### src/adc_flag_map.svh
// Purpose: constants for the converter status-flag block
// Assumes: 32-bit register bus, byte addresses, eight channels
// Notes: definitions only
`ifndef ADC_FLAG_MAP_SVH
`define ADC_FLAG_MAP_SVH

`define ADC_NUM_CH 8
`define ADC_CH_IDX_W 3
`define ADC_DATA_W 10
`define ADC_ADDR_W 8

// register byte offsets
`define ADC_OFS_CH_ENABLE 8'h00
`define ADC_OFS_CH_DISABLE 8'h04
`define ADC_OFS_CH_STATUS 8'h08
`define ADC_OFS_FLAG_STATUS 8'h0c
`define ADC_OFS_LAST_RESULT 8'h10
`define ADC_OFS_IRQ_STATUS 8'h14
`define ADC_OFS_IRQ_MASK 8'h18
`define ADC_OFS_RESULT_BASE 8'h20
`define ADC_OFS_RESULT_LAST 8'h3c

// flag status fields
`define ADC_FLD_EOC_LSB 0
`define ADC_FLD_CHANNEL_OVERRUN_FLAG_LSB 8
`define ADC_FLD_DATA_READY_FLAG_BIT 16
`define ADC_FLD_GENERAL_OVERRUN_FLAG_BIT 17
// last result fields
`define ADC_FLD_LAST_CH_LSB 12

// interrupt status and mask fields
`define ADC_IRQ_W 4
`define ADC_IRQ_STORED 0
`define ADC_IRQ_CHANNEL_OVERRUN_FLAG 1
`define ADC_IRQ_GENERAL_OVERRUN_FLAG 2
`define ADC_IRQ_DROPPED 3

`define ADC_RESP_OKAY 2'b00
`define ADC_RESP_SLVERR 2'b10
`define ADC_RESET_WORD 32'h0000_0000

`endif

### src/adc_flag_pkg.sv
// Purpose: shared types of the converter status-flag block
// Assumes: constants come from adc_flag_map.svh
// Notes: types only
`include "adc_flag_map.svh"

package adc_flag_pkg;

	typedef logic [`ADC_NUM_CH-1:0] chmask_t;
	typedef logic [`ADC_CH_IDX_W-1:0] chan_t;
	typedef logic [`ADC_DATA_W-1:0] sample_t;

	// end of conversion from the conversion core
	typedef struct packed {
		logic done;
		chan_t chan;
		sample_t data;
	} conv_evt_s;

	// a stored result and its origin
	typedef struct packed {
		chan_t chan;
		sample_t data;
	} result_s;

endpackage : adc_flag_pkg

### src/adc_chan_flags.sv
// Purpose: end-of-conversion and overrun flags of one channel
// Assumes: set and clear strobes are one-cycle, ce gates all state
// Notes: a set in the cycle of a clear wins
`timescale 1ns/1ns
`default_nettype none

module adc_chan_flags (
	input wire logic aclk,
	input wire logic aresetn,
	input wire logic ce,
	input wire logic set_eoc,
	input wire logic clr_eoc,
	input wire logic clr_channel_overrun_flag,
	output logic eoc_q,
	output logic channel_overrun_flag_q,
	output logic channel_overrun_flag_evt
);

	// new result while the old one is still unread
	assign channel_overrun_flag_evt = set_eoc & eoc_q;

	always_ff @(posedge aclk) begin
		if (!aresetn) begin
			eoc_q <= 1'b0;
		end else if (ce) begin
			eoc_q <= set_eoc | (eoc_q & ~clr_eoc);
		end
	end

	always_ff @(posedge aclk) begin
		if (!aresetn) begin
			channel_overrun_flag_q <= 1'b0;
		end else if (ce) begin
			channel_overrun_flag_q <= channel_overrun_flag_evt | (channel_overrun_flag_q & ~clr_channel_overrun_flag);
		end
	end

endmodule : adc_chan_flags

`default_nettype wire

### src/adc_status_flags.sv
// Purpose: status flags, result registers and bus slave of the converter controller
// Assumes: AXI4-Lite master, conversion core gives one-cycle end-of-conversion events
// Notes: reads of status and result registers have side effects at the read handshake
//
// Operation
// - Data-ready is cleared only by reading the last result register, never by a channel read.
// - An end of conversion on an enabled channel stores and sets data-ready despite other disables.
// - Data-ready is set only when new data is stored, and kept until the last result register is read.
// - A channel read during another enabled channel's end with its flag set still sets data-ready.
// - A status read during an end of conversion clears old general overrun; a store while data-ready is active sets a new one.
// - An end of conversion on an enabled channel while data-ready is active sets general overrun.
// - A channel read with an end on a channel holding both flags sets general overrun.
// - A disable of another channel colliding with an end on a channel holding both flags raises general overrun.
// - In that collision the ending channel's overrun flag is raised too.
// - A status read clears every channel overrun flag except one raised by a new end of conversion in that cycle.
// - A channel's end flag clears on a read of its result, or of the last result register while that holds its result.
// - A channel disabled while converting never raises its end flag.
// - A channel read during another channel's end clears only the read channel's end flag.
`timescale 1ns/1ns
`default_nettype none
`include "adc_flag_map.svh"

module adc_status_flags
	import adc_flag_pkg::*;
(
	input wire logic aclk,
	input wire logic aresetn,
	input wire logic ce,
	input wire logic awvalid,
	output logic awready,
	input wire logic [`ADC_ADDR_W-1:0] awaddr,
	input wire logic wvalid,
	output logic wready,
	input wire logic [31:0] wdata,
	input wire logic [3:0] wstrb,
	output logic bvalid,
	input wire logic bready,
	output logic [1:0] bresp,
	input wire logic arvalid,
	output logic arready,
	input wire logic [`ADC_ADDR_W-1:0] araddr,
	output logic rvalid,
	input wire logic rready,
	output logic [31:0] rdata,
	output logic [1:0] rresp,
	input wire conv_evt_s conv,
	output logic [`ADC_NUM_CH-1:0] chan_enable,
	output logic irq
);

	// ************************************************
	// address decoding
	// ************************************************

	function automatic logic result_hit(input logic [`ADC_ADDR_W-1:0] a);
		result_hit = (a >= `ADC_OFS_RESULT_BASE) && (a <= `ADC_OFS_RESULT_LAST) && (a[1:0] == 2'b00);
	endfunction : result_hit

	function automatic chan_t result_idx(input logic [`ADC_ADDR_W-1:0] a);
		logic [`ADC_ADDR_W-1:0] off;
		off = a - `ADC_OFS_RESULT_BASE;
		result_idx = off[`ADC_CH_IDX_W+1:2];
	endfunction : result_idx

	function automatic logic mapped(input logic [`ADC_ADDR_W-1:0] a);
		unique case (a)
			`ADC_OFS_CH_ENABLE, `ADC_OFS_CH_DISABLE, `ADC_OFS_CH_STATUS,
			`ADC_OFS_FLAG_STATUS, `ADC_OFS_LAST_RESULT,
			`ADC_OFS_IRQ_STATUS, `ADC_OFS_IRQ_MASK: mapped = 1'b1;
			default: mapped = result_hit(a);
		endcase
	endfunction : mapped

	// ************************************************
	// write channel
	// ************************************************

	logic aw_full_q;
	logic w_full_q;
	logic [`ADC_ADDR_W-1:0] aw_addr_q;
	logic [31:0] w_data_q;
	logic w_low_q;
	logic aw_take;
	logic w_take;
	logic wr_fire;
	logic aw_full_d;
	logic w_full_d;
	logic bvalid_d;

	assign aw_take = awvalid & awready;
	assign w_take = wvalid & wready;
	// address and data may arrive in either order; the write runs once both are held and no write answer is pending
	assign wr_fire = aw_full_q & w_full_q & ~bvalid;
	assign bvalid_d = wr_fire | (bvalid & ~bready);
	assign aw_full_d = (aw_full_q & ~wr_fire) | aw_take;
	assign w_full_d = (w_full_q & ~wr_fire) | w_take;

	always_ff @(posedge aclk) begin
		if (!aresetn) begin
			aw_full_q <= 1'b0;
			w_full_q <= 1'b0;
			awready <= 1'b0;
			wready <= 1'b0;
			bvalid <= 1'b0;
			bresp <= `ADC_RESP_OKAY;
		end else if (ce) begin
			aw_full_q <= aw_full_d;
			w_full_q <= w_full_d;
			awready <= ~aw_full_d;
			wready <= ~w_full_d;
			bvalid <= bvalid_d;
			if (wr_fire) begin
				bresp <= mapped(aw_addr_q) ? `ADC_RESP_OKAY : `ADC_RESP_SLVERR;
			end
		end
	end

	always_ff @(posedge aclk) begin
		if (!aresetn) begin
			aw_addr_q <= '0;
			w_data_q <= `ADC_RESET_WORD;
			w_low_q <= 1'b0;
		end else if (ce) begin
			if (aw_take) begin
				aw_addr_q <= awaddr;
			end
			if (w_take) begin
				w_data_q <= wdata;
				w_low_q <= wstrb[0];
			end
		end
	end

	// only the low byte lane carries control bits
	logic wr_en_ch;
	logic wr_dis_ch;
	logic wr_irq_stat;
	logic wr_irq_mask;

	assign wr_en_ch = wr_fire & w_low_q & (aw_addr_q == `ADC_OFS_CH_ENABLE);
	assign wr_dis_ch = wr_fire & w_low_q & (aw_addr_q == `ADC_OFS_CH_DISABLE);
	assign wr_irq_stat = wr_fire & w_low_q & (aw_addr_q == `ADC_OFS_IRQ_STATUS);
	assign wr_irq_mask = wr_fire & w_low_q & (aw_addr_q == `ADC_OFS_IRQ_MASK);

	// ************************************************
	// read channel strobes
	// ************************************************

	logic ar_take;
	logic rd_status;
	logic rd_last;
	chmask_t rd_result;

	assign ar_take = arvalid & arready;
	assign rd_status = ar_take & (araddr == `ADC_OFS_FLAG_STATUS);
	assign rd_last = ar_take & (araddr == `ADC_OFS_LAST_RESULT);

	generate
		for (genvar i = 0; i < `ADC_NUM_CH; i++) begin : g_rd
			assign rd_result[i] = ar_take & result_hit(araddr) & (result_idx(araddr) == chan_t'(i));
		end
	endgenerate

	// ************************************************
	// channel enables and conversion events
	// ************************************************

	chmask_t en_eff;
	logic store;
	logic dropped;
	chmask_t dis_mask;

	// a disable written in the very cycle of an end takes effect on that end
	assign dis_mask = wr_dis_ch ? w_data_q[`ADC_NUM_CH-1:0] : '0;
	assign en_eff = chan_enable & ~dis_mask;
	assign store = conv.done & en_eff[conv.chan];
	assign dropped = conv.done & ~en_eff[conv.chan];

	always_ff @(posedge aclk) begin
		if (!aresetn) begin
			chan_enable <= '0;
		end else if (ce) begin
			chan_enable <= (chan_enable | (wr_en_ch ? w_data_q[`ADC_NUM_CH-1:0] : '0)) & ~dis_mask;
		end
	end

	// ************************************************
	// result storage
	// ************************************************

	sample_t result_q [`ADC_NUM_CH];
	result_s last_q;

	always_ff @(posedge aclk) begin
		if (!aresetn) begin
			for (int i = 0; i < `ADC_NUM_CH; i++) begin
				result_q[i] <= '0;
			end
		end else if (ce && store) begin
			result_q[conv.chan] <= conv.data;
		end
	end

	always_ff @(posedge aclk) begin
		if (!aresetn) begin
			last_q <= '0;
		end else if (ce && store) begin
			last_q <= '{chan: conv.chan, data: conv.data};
		end
	end

	// ************************************************
	// per-channel flags
	// ************************************************

	chmask_t eoc;
	chmask_t channel_overrun_flag;
	chmask_t channel_overrun_flag_evt;

	generate
		for (genvar i = 0; i < `ADC_NUM_CH; i++) begin : g_ch
			logic set_eoc;
			logic clr_eoc;
			assign set_eoc = store & (conv.chan == chan_t'(i));
			// a channel read clears only its own flag
			assign clr_eoc = rd_result[i] | (rd_last & (last_q.chan == chan_t'(i)));
			adc_chan_flags u_flags (
				.aclk(aclk),
				.aresetn(aresetn),
				.ce(ce),
				.set_eoc(set_eoc),
				.clr_eoc(clr_eoc),
				.clr_channel_overrun_flag(rd_status),
				.eoc_q(eoc[i]),
				.channel_overrun_flag_q(channel_overrun_flag[i]),
				.channel_overrun_flag_evt(channel_overrun_flag_evt[i])
			);
		end
	endgenerate

	// ************************************************
	// global flags
	// ************************************************

	logic data_ready_flag_q;
	logic general_overrun_flag_q;
	logic general_overrun_flag_evt;

	// any stored result landing on unread data is a general overrun,
	// whatever else is read or disabled in the same cycle
	assign general_overrun_flag_evt = store & data_ready_flag_q;

	always_ff @(posedge aclk) begin
		if (!aresetn) begin
			data_ready_flag_q <= 1'b0;
		end else if (ce) begin
			// channel reads play no part here
			data_ready_flag_q <= store | (data_ready_flag_q & ~rd_last);
		end
	end

	always_ff @(posedge aclk) begin
		if (!aresetn) begin
			general_overrun_flag_q <= 1'b0;
		end else if (ce) begin
			general_overrun_flag_q <= general_overrun_flag_evt | (general_overrun_flag_q & ~rd_status);
		end
	end

	// ************************************************
	// interrupts
	// ************************************************

	logic [`ADC_IRQ_W-1:0] irq_stat_q;
	logic [`ADC_IRQ_W-1:0] irq_mask_q;
	logic [`ADC_IRQ_W-1:0] irq_set;
	logic [`ADC_IRQ_W-1:0] irq_stat_d;
	logic [`ADC_IRQ_W-1:0] irq_mask_d;

	always_comb begin
		irq_set = '0;
		irq_set[`ADC_IRQ_STORED] = store;
		irq_set[`ADC_IRQ_CHANNEL_OVERRUN_FLAG] = |channel_overrun_flag_evt;
		irq_set[`ADC_IRQ_GENERAL_OVERRUN_FLAG] = general_overrun_flag_evt;
		irq_set[`ADC_IRQ_DROPPED] = dropped;
	end

	// set beats a write-one-to-clear in the same cycle
	assign irq_stat_d = irq_set | (irq_stat_q & ~(wr_irq_stat ? w_data_q[`ADC_IRQ_W-1:0] : '0));
	assign irq_mask_d = wr_irq_mask ? w_data_q[`ADC_IRQ_W-1:0] : irq_mask_q;

	always_ff @(posedge aclk) begin
		if (!aresetn) begin
			irq_stat_q <= '0;
			irq_mask_q <= '0;
			irq <= 1'b0;
		end else if (ce) begin
			irq_stat_q <= irq_stat_d;
			irq_mask_q <= irq_mask_d;
			irq <= |(irq_stat_d & irq_mask_d);
		end
	end

	// ************************************************
	// read data
	// ************************************************

	logic [31:0] rd_word;

	always_comb begin
		rd_word = `ADC_RESET_WORD;
		if (result_hit(araddr)) begin
			rd_word[`ADC_DATA_W-1:0] = result_q[result_idx(araddr)];
		end else begin
			unique case (araddr)
				`ADC_OFS_CH_STATUS: rd_word[`ADC_NUM_CH-1:0] = chan_enable;
				`ADC_OFS_FLAG_STATUS: begin
					rd_word[`ADC_FLD_EOC_LSB +: `ADC_NUM_CH] = eoc;
					rd_word[`ADC_FLD_CHANNEL_OVERRUN_FLAG_LSB +: `ADC_NUM_CH] = channel_overrun_flag;
					rd_word[`ADC_FLD_DATA_READY_FLAG_BIT] = data_ready_flag_q;
					rd_word[`ADC_FLD_GENERAL_OVERRUN_FLAG_BIT] = general_overrun_flag_q;
				end
				`ADC_OFS_LAST_RESULT: begin
					rd_word[`ADC_DATA_W-1:0] = last_q.data;
					rd_word[`ADC_FLD_LAST_CH_LSB +: `ADC_CH_IDX_W] = last_q.chan;
				end
				`ADC_OFS_IRQ_STATUS: rd_word[`ADC_IRQ_W-1:0] = irq_stat_q;
				`ADC_OFS_IRQ_MASK: rd_word[`ADC_IRQ_W-1:0] = irq_mask_q;
				default: rd_word = `ADC_RESET_WORD;
			endcase
		end
	end

	// one read in flight; address is refused while the answer waits
	always_ff @(posedge aclk) begin
		if (!aresetn) begin
			arready <= 1'b0;
			rvalid <= 1'b0;
			rdata <= `ADC_RESET_WORD;
			rresp <= `ADC_RESP_OKAY;
		end else if (ce) begin
			if (ar_take) begin
				arready <= 1'b0;
				rvalid <= 1'b1;
				rdata <= rd_word;
				rresp <= mapped(araddr) ? `ADC_RESP_OKAY : `ADC_RESP_SLVERR;
			end else if (rvalid && rready) begin
				rvalid <= 1'b0;
				arready <= 1'b1;
			end else if (!rvalid) begin
				arready <= 1'b1;
			end
		end
	end

endmodule : adc_status_flags

`default_nettype wire

### config.mk
export PLATFORM = sky130hd
export DESIGN_NAME = adc_status_flags
export DESIGN_NICKNAME = d
export VERILOG_FILES = /design/src/adc_flag_pkg.sv /design/src/adc_chan_flags.sv /design/src/adc_status_flags.sv
export VERILOG_INCLUDE_DIRS = /design/src
export SDC_FILE = /design/constraint.sdc
export NUM_CORES = 1
export LEC_CHECK = 0
export BUFFER_PORTS_ARGS = -buffer_cell sky130_fd_sc_hd__buf_2
export CORE_MARGIN = 3
export CORE_UTILIZATION = 53
export CTS_BUF_LIST = sky130_fd_sc_hd__clkbuf_4
export CTS_CLUSTER_SIZE = 14
export DETAILED_ROUTE_END_ITERATION = 12
export GPL_ROUTABILITY_DRIVEN = 0
export HOLD_SLACK_MARGIN = 0.08
export PLACE_DENSITY = 0.78
export SLEW_MARGIN = 20
export SYNTH_ARGS = -nofsm -noshare
export SYNTH_HDL_FRONTEND = slang
export SYNTH_SLANG_ARGS = --single-unit
### constraint.sdc
create_clock -name aclk -period 3 [get_ports aclk]
set_input_delay 0.15 -clock aclk [delete_from_list [all_inputs] [get_ports aclk]]
set_output_delay 0.15 -clock aclk [all_outputs]
set_load 0.01 [all_outputs]
## Word-level counts from Yosys, hierarchy flattened

Memories as Yosys holds them, arrays and structs flattened.
Cells that the tools add are included.

| operators by class | value |
|---|---|
| add/subtract/negate cells | 1 |
| magnitude comparators | 5 |
| equality and inequality tests | 34 |
| mux-type cells | 36 |
| bitwise logic cells | 122 |
| reductions and logical operators | 25 |

Operators with widths:

| cell | count |
|---|---|
| 1-bit bitwise AND | 69 |
| 8-bit by 5-bit == test with 1-bit output, second input constant | 6 |
| 3-bit == test, second input constant | 12 |
| 8-bit by 4-bit == test with 1-bit output, second input constant | 4 |
| 1-bit OR | 29 |
| 8-bit 2-to-1 mux | 3 |
| 10-bit 2-to-1 mux | 2 |
| 4-bit one-hot mux with 5 select lines | 1 |
| 1-bit 2-to-1 mux | 19 |
| 3-bit by 2-bit == test with 1-bit output, second input constant | 6 |
| 8-bit bitwise AND | 2 |
| 8-bit by 3-bit == test with 1-bit output, second input constant | 2 |
| 8-bit by 6-bit >= comparator with 1-bit output, second input constant | 2 |
| 8-bit by 6-bit <= comparator with 1-bit output, second input constant | 2 |
| 8-bit zero test | 2 |
| 1-bit NOT | 16 |
| 7-bit OR reduction | 2 |
| 4-bit one-hot mux with 3 select lines | 1 |
| 2-bit AND reduction | 6 |
| 10-bit OR reduction | 1 |
| 3-bit by 1-bit == test with 1-bit output, second input constant | 3 |
| 3-bit zero test | 3 |
| 4-bit bitwise AND | 2 |
| 4-bit 2-to-1 mux | 2 |
| other kinds (17) | 26 |

| storage, ports and cells | value |
|---|---|
| bits in registers | 108 |
| bits in writable memories | 80 |
| output and inout port bits | 50 |
| logic and storage cells | 261 |
| memories | 1 |

Memory list:

| name | words | bits a word | rd ports | clocked after Yosys merged registers in | wr ports | RTL line | source |
|---|---|---|---|---|---|---|---|
| result_q | 8 | 10 | 1 | 0 | 8 | adc_status_flags.sv:191 | `` sample_t result_q [`ADC_NUM_CH]; `` |

## Longest topological paths before layout

| depth | value |
|---|---|
| depth in word-level cells | 16 |
| mapped depth | 9 |

## Modules after synthesis

A second synthesis with hierarchy kept.

| second synthesis, totals | value |
|---|---|
| cell total of the unflattened synthesis | 808 |
| area, all modules | 8630.8 um^2 |

By module, submodules not included:

| module | times used | cells an instance | area an instance (um^2) | seq. area each (um^2) |
|---|---|---|---|---|
| adc_status_flags | 1 | 720 | 7840.0 | 3923.8 |
| adc_chan_flags | 8 | 11 | 98.8 | 40.0 |

## Worst setup path before layout

No wires, ideal clock.

| timing | value |
|---|---|
| kind | register to register |
| from | reg w_data_q[2] |
| to | mem result_q[3][0] in the netlist's numbering (enable) |
| library setup time | 0.391 ns |
| arrival time | 2.495 ns |
| path slack | 0.114 ns |
| stages on the path, launching flop included | 8 |
| cells stage by stage | dfxtp_1 -> clkbuf_1 -> mux4_2 -> a41o_1 -> a21oi_1 -> buf_2 -> nand3_1 -> o21ai_0 |

RTL lines:

| element | RTL line | source |
|---|---|---|
| start: declaration | adc_status_flags.sv:81 | `logic [31:0] w_data_q;` |
| start signal: assignment | adc_status_flags.sv:121 | `` w_data_q <= `ADC_RESET_WORD; `` |
| start signal: assignment | adc_status_flags.sv:128 | `w_data_q <= wdata;` |
| end: declaration | adc_status_flags.sv:191 |  |

## Final worst setup path

| timing | value |
|---|---|
| from | reg aw_addr_q[7] |
| to | reg last_q[4] in the netlist's numbering |

| between the ends | value |
|---|---|
| longest elaborated chain between the ends | 9 |

Ends and longest elaborated chain:

| element | RTL line | source |
|---|---|---|
| start: declaration | adc_status_flags.sv:80 | `` logic [`ADC_ADDR_W-1:0] aw_addr_q; `` |
| start signal: assignment | adc_status_flags.sv:125 | `aw_addr_q <= awaddr;` |
| 8-bit by 3-bit == test with 1-bit output | - |  |
| 1-bit bitwise AND | adc_status_flags.sv:141 | `` assign wr_dis_ch = wr_fire & w_low_q & (aw_addr_q == `ADC_OFS_CH_DISABLE); `` |
| 8-bit 2-to-1 mux | adc_status_flags.sv:174 | `` assign dis_mask = wr_dis_ch ? w_data_q[`ADC_NUM_CH-1:0] : '0; `` |
| 8-bit NOT | adc_status_flags.sv:175 | `assign en_eff = chan_enable & ~dis_mask;` |
| 8-bit bitwise AND | adc_status_flags.sv:175 |  |
| 1-bit binary-select mux with 3-bit select | adc_status_flags.sv:176 | `assign store = conv.done & en_eff[conv.chan];` |
| 1-bit 2-to-1 mux (implied by the code) | adc_status_flags.sv:176 |  |
| 1-bit bitwise AND | adc_status_flags.sv:176 |  |
| 1-bit logical AND | adc_status_flags.sv:207 | `end else if (ce && store) begin` |
| end signal: assignment | adc_status_flags.sv:208 | `last_q <= '{chan: conv.chan, data: conv.data};` |
| end: declaration | adc_status_flags.sv:192 | `result_s last_q;` |

No other way between the ends. The select of a mux whose other input is x is not followed.
A chain may end at the register's enable or synchronous reset.

==> reports/results.txt <==
Power spread over the standard cell area amounts to 474 nW/um2. The highest net fanout along the worst path was 18; the initial antenna violation count was 0. For the cell count after synthesis, the log shows 766. The first global-routing pass estimated 32400 um of wire. The area of the die is 16300 um2, and the required time of the critical path is 3.48 ns.

The area of the placeable core came out at 14100 um2. The count of synthesis-stage warnings from yosys was 0; the post-synthesis sequential element count was 172. The capturing element type of the critical path is a register.

The routed layout has 6502 vias. The tools report the sequential element share of the synthesized area as 54.1%. Detailed placement finished with a half-perimeter wire length of 14300 um.

The final critical-path share of the clock period was 90.5%. Of all flip-flops after synthesis, the portion carrying an async set or reset was 0%. The number of clock buffers added by TritonCTS is 17. The logs give 21000 um for the routed wire length and 0 for the remaining routing DRC violations. Derived from the worst setup path, the maximum achievable clock frequency is 368 MHz. After detailed routing, the number of vias per cell comes to 5.97. In this run the remaining antenna-violating nets after routing total 0. Counting flops with a built-in enable in the synthesized netlist gives 80. 124 I/O pins were placed.

Gates resized during post-CTS repair numbered 0. The number of antenna diodes in the final layout is 0. The cell area after technology mapping is 7840 um2. The die is 128 um wide. The tools report the number of max-slew violations in the final report as 0. The most used flip-flop cell after synthesis is dfxtp_1. The tools report the detailed-router iteration count before antenna repair as 6. Clock root buffer: clkbuf_4.

Cell area after placement: 8480 um2. The final global-route overflow total was 0; the share of layout cells above drive strength 1 was 20.5%. For the final standard cell area without fillers, the log shows 9230 um2. After synthesis, the cell types taking the most area are edfxtp_1 31%, dfxtp_1 23%, mux4_2 7.2%.

The data arrival time of the critical path is 3.19 ns, and the count of filler cells inserted in the layout is 1098. The final period demand of the worst path came out at 2.72 ns. Setup repair after global routing left no endpoint under its margin. The clock tree skew after final layout was 0.0222 ns; the layout overhead on the synthesized area was 17.7%. The die boundary height is 128 um. Counting distinct cell types in the post-synthesis netlist gives 59. The run gives 42 as the maximum number of pins on one net before global-route repair.

After clock tree synthesis, the clock-pin slew on the worst setup and hold paths is 0.15 ns. The global routing usage summed across all routing layers is 25.7%, and the final layout net count is 971. Of the post-synthesis cell area, the dominant cell type holds 30.6%.

CTS built an H-tree with a depth of 4. The floorplan has 43 rows. The library cells used most frequently in the layout, excluding fill and tap cells, are 132 x nand2_1, 118 x nor2_1, 92 x dfxtp_1. The detailed router finished its first iteration with 732 violations.

The number of global-route vias before repair was 6240; the final setup violation count was 0. In the final layout, the multi-input gates occupy 3270 um2. The maximum buffer depth of the clock tree is 2. The run gives 0.00338 uW as the static leakage. STA classifies the critical path startpoint as a register. The cell type with the highest aggregate area in the netlist is edfxtp_1. The critical setup path kind was register to register. In this run the tightest slew margin relative to its limit is 51.2%.

TritonCTS built the clock tree. The number of buffers added on ports is 80. Clock latency on the worst-skew pair, taken at its later pin, is 0.58 ns. The run finished with clean final reports. Registers take 4240 um2. IR analysis of the VDD net gives a maximum drop of 320 uV. The initial core utilization came out at 55.4%.

The path type of the worst min-delay path is input pin to register. Average cell area after synthesis: 10.2 um2. For the pin with the worst max-slew slack, the measured transition is 0.732 ns. Adding up every negative setup slack in the final design gives 0 ns. The clock net sink count was 172; the final number of hold-violating endpoints was 0.

The run gives 0 as the count of max-cap constraint violations. Leaving out fill and tap cells, the most frequent cell in the layout is nand2_1. The per-cell routed wire length works out to 19.3 um.
## repair_timing
action                                 4_1_cts  5_1_grt
buffers inserted                             0        0
endpoints found under the hold margin      136        0
hold buffers                                44        0
## cell usage after synthesis, types with 4 or more instances
cell / number
a32oi_1: 4
a32o_1: 16
buf_4: 17
o21ai_0: 26
clkbuf_1: 32
nand3_1: 9
nand4b_1: 4
nor2_1: 118
a221oi_1: 6
nor3_1: 5
dfxtp_1: 92
a222oi_1: 4
nand2b_1: 10
buf_2: 9
edfxtp_1: 80
nand4_1: 4
o22ai_1: 10
mux4_2: 25
and3_1: 5
a21oi_1: 54
nand2_1: 132
mux2i_1: 23
a31oi_1: 6
inv_1: 9
a221o_1: 5
a211oi_1: 8
## registers in the layout, indices dropped and copies added, names as in the netlist, 4 cells and up
register                             cells
aw_addr_q                                8
chan_enable                              8
g_ch.u_flags.channel_overrun_flag_q      8
g_ch.u_flags.eoc_q                       8
irq_mask_q                               4
irq_stat_q                               4
last_q                                  13
rdata                                   18
result_q                                80
w_data_q                                 8
## cells by family after synthesis
family / count (synthesis) / synth area share, %
muxes: 48 / 10.1
DFF: 172 / 54.1
buffers and inverters: 77 / 4.96
other: 1 / 0.0478
and+or+nand+nor: 312 / 17.4
AOI/OAI and AO/OA: 156 / 13.3
## stage by stage
step	utilization, %	total power, uW	cells	worst slack, ns	hold slack, ns
3_3_place_gp	59.9	2920	1014	0.410	0.391
5_1_grt	65.2	4520	1090	0.185	0.103
6_report	65.2	4380	1090	0.284	0.115
3_5_place_dp	59.9	2930	1014	0.366	0.399
2_1_floorplan	-	2800	781	0.114	0.286
4_1_cts	65.2	4380	1090	0.321	0.0917
## worst paths after layout
kind | startpoint | to | slack, ns | cells past startpoint
min reg2reg | g_ch[5].u_flags.channel_overrun_flag_q$_SDFFE_PN0P_ | rdata[13]$_SDFFE_PN0P_ | 0.45 | 2
max reg2reg | aw_addr_q[7]$_SDFFE_PN0P_ | last_q[4]$_SDFFE_PN0P_ | 0.28 | 8
max | aw_addr_q[7]$_SDFFE_PN0P_ | last_q[4]$_SDFFE_PN0P_ | 0.28 | 8
min | conv[10] | last_q[10]$_SDFFE_PN0P_ | 0.11 | 4
## layout make-up
type                       instances  share of cell area [%]
timing repair buffer             163                    12.3
inverter                          11                   0.447
sequential                       172                    46.0
clock inverter                    15                    2.01
multi-input combinational        532                    35.5
clock buffer                      17                    1.38
tap                              180                    2.44
## per-layer routing
layer | track usage [%] | up-vias | part of all wire (%)
met5 | 0 | - | 0
met4 | 6.99 | 0 | 1.6
met3 | 4.89 | 38 | 9.6
met2 | 43.5 | 326 | 48
met1 | 34.0 | 3123 | 40
li1 | - | 3015 | -
## report_power, final
part           switching (uW)  total [uW]  internal [uW]  leakage [uW]
registers                29.6        2530           2500       0.00157
logic                     233         394            161       0.00166
clock network             863        1450            589      0.000152
## critical path, stage by stage (launching register included)
cell           delay, ns
dfxtp_1             0.34
or4_4               0.58
nor3_2              0.26
a41o_1              0.29
a21oi_2             0.11
buf_4               0.23
mux2i_1             0.18
nor2_1              0.07
dlygate4sd3_1       0.56
No activity file was read; power rests on OpenSTA's default activity.
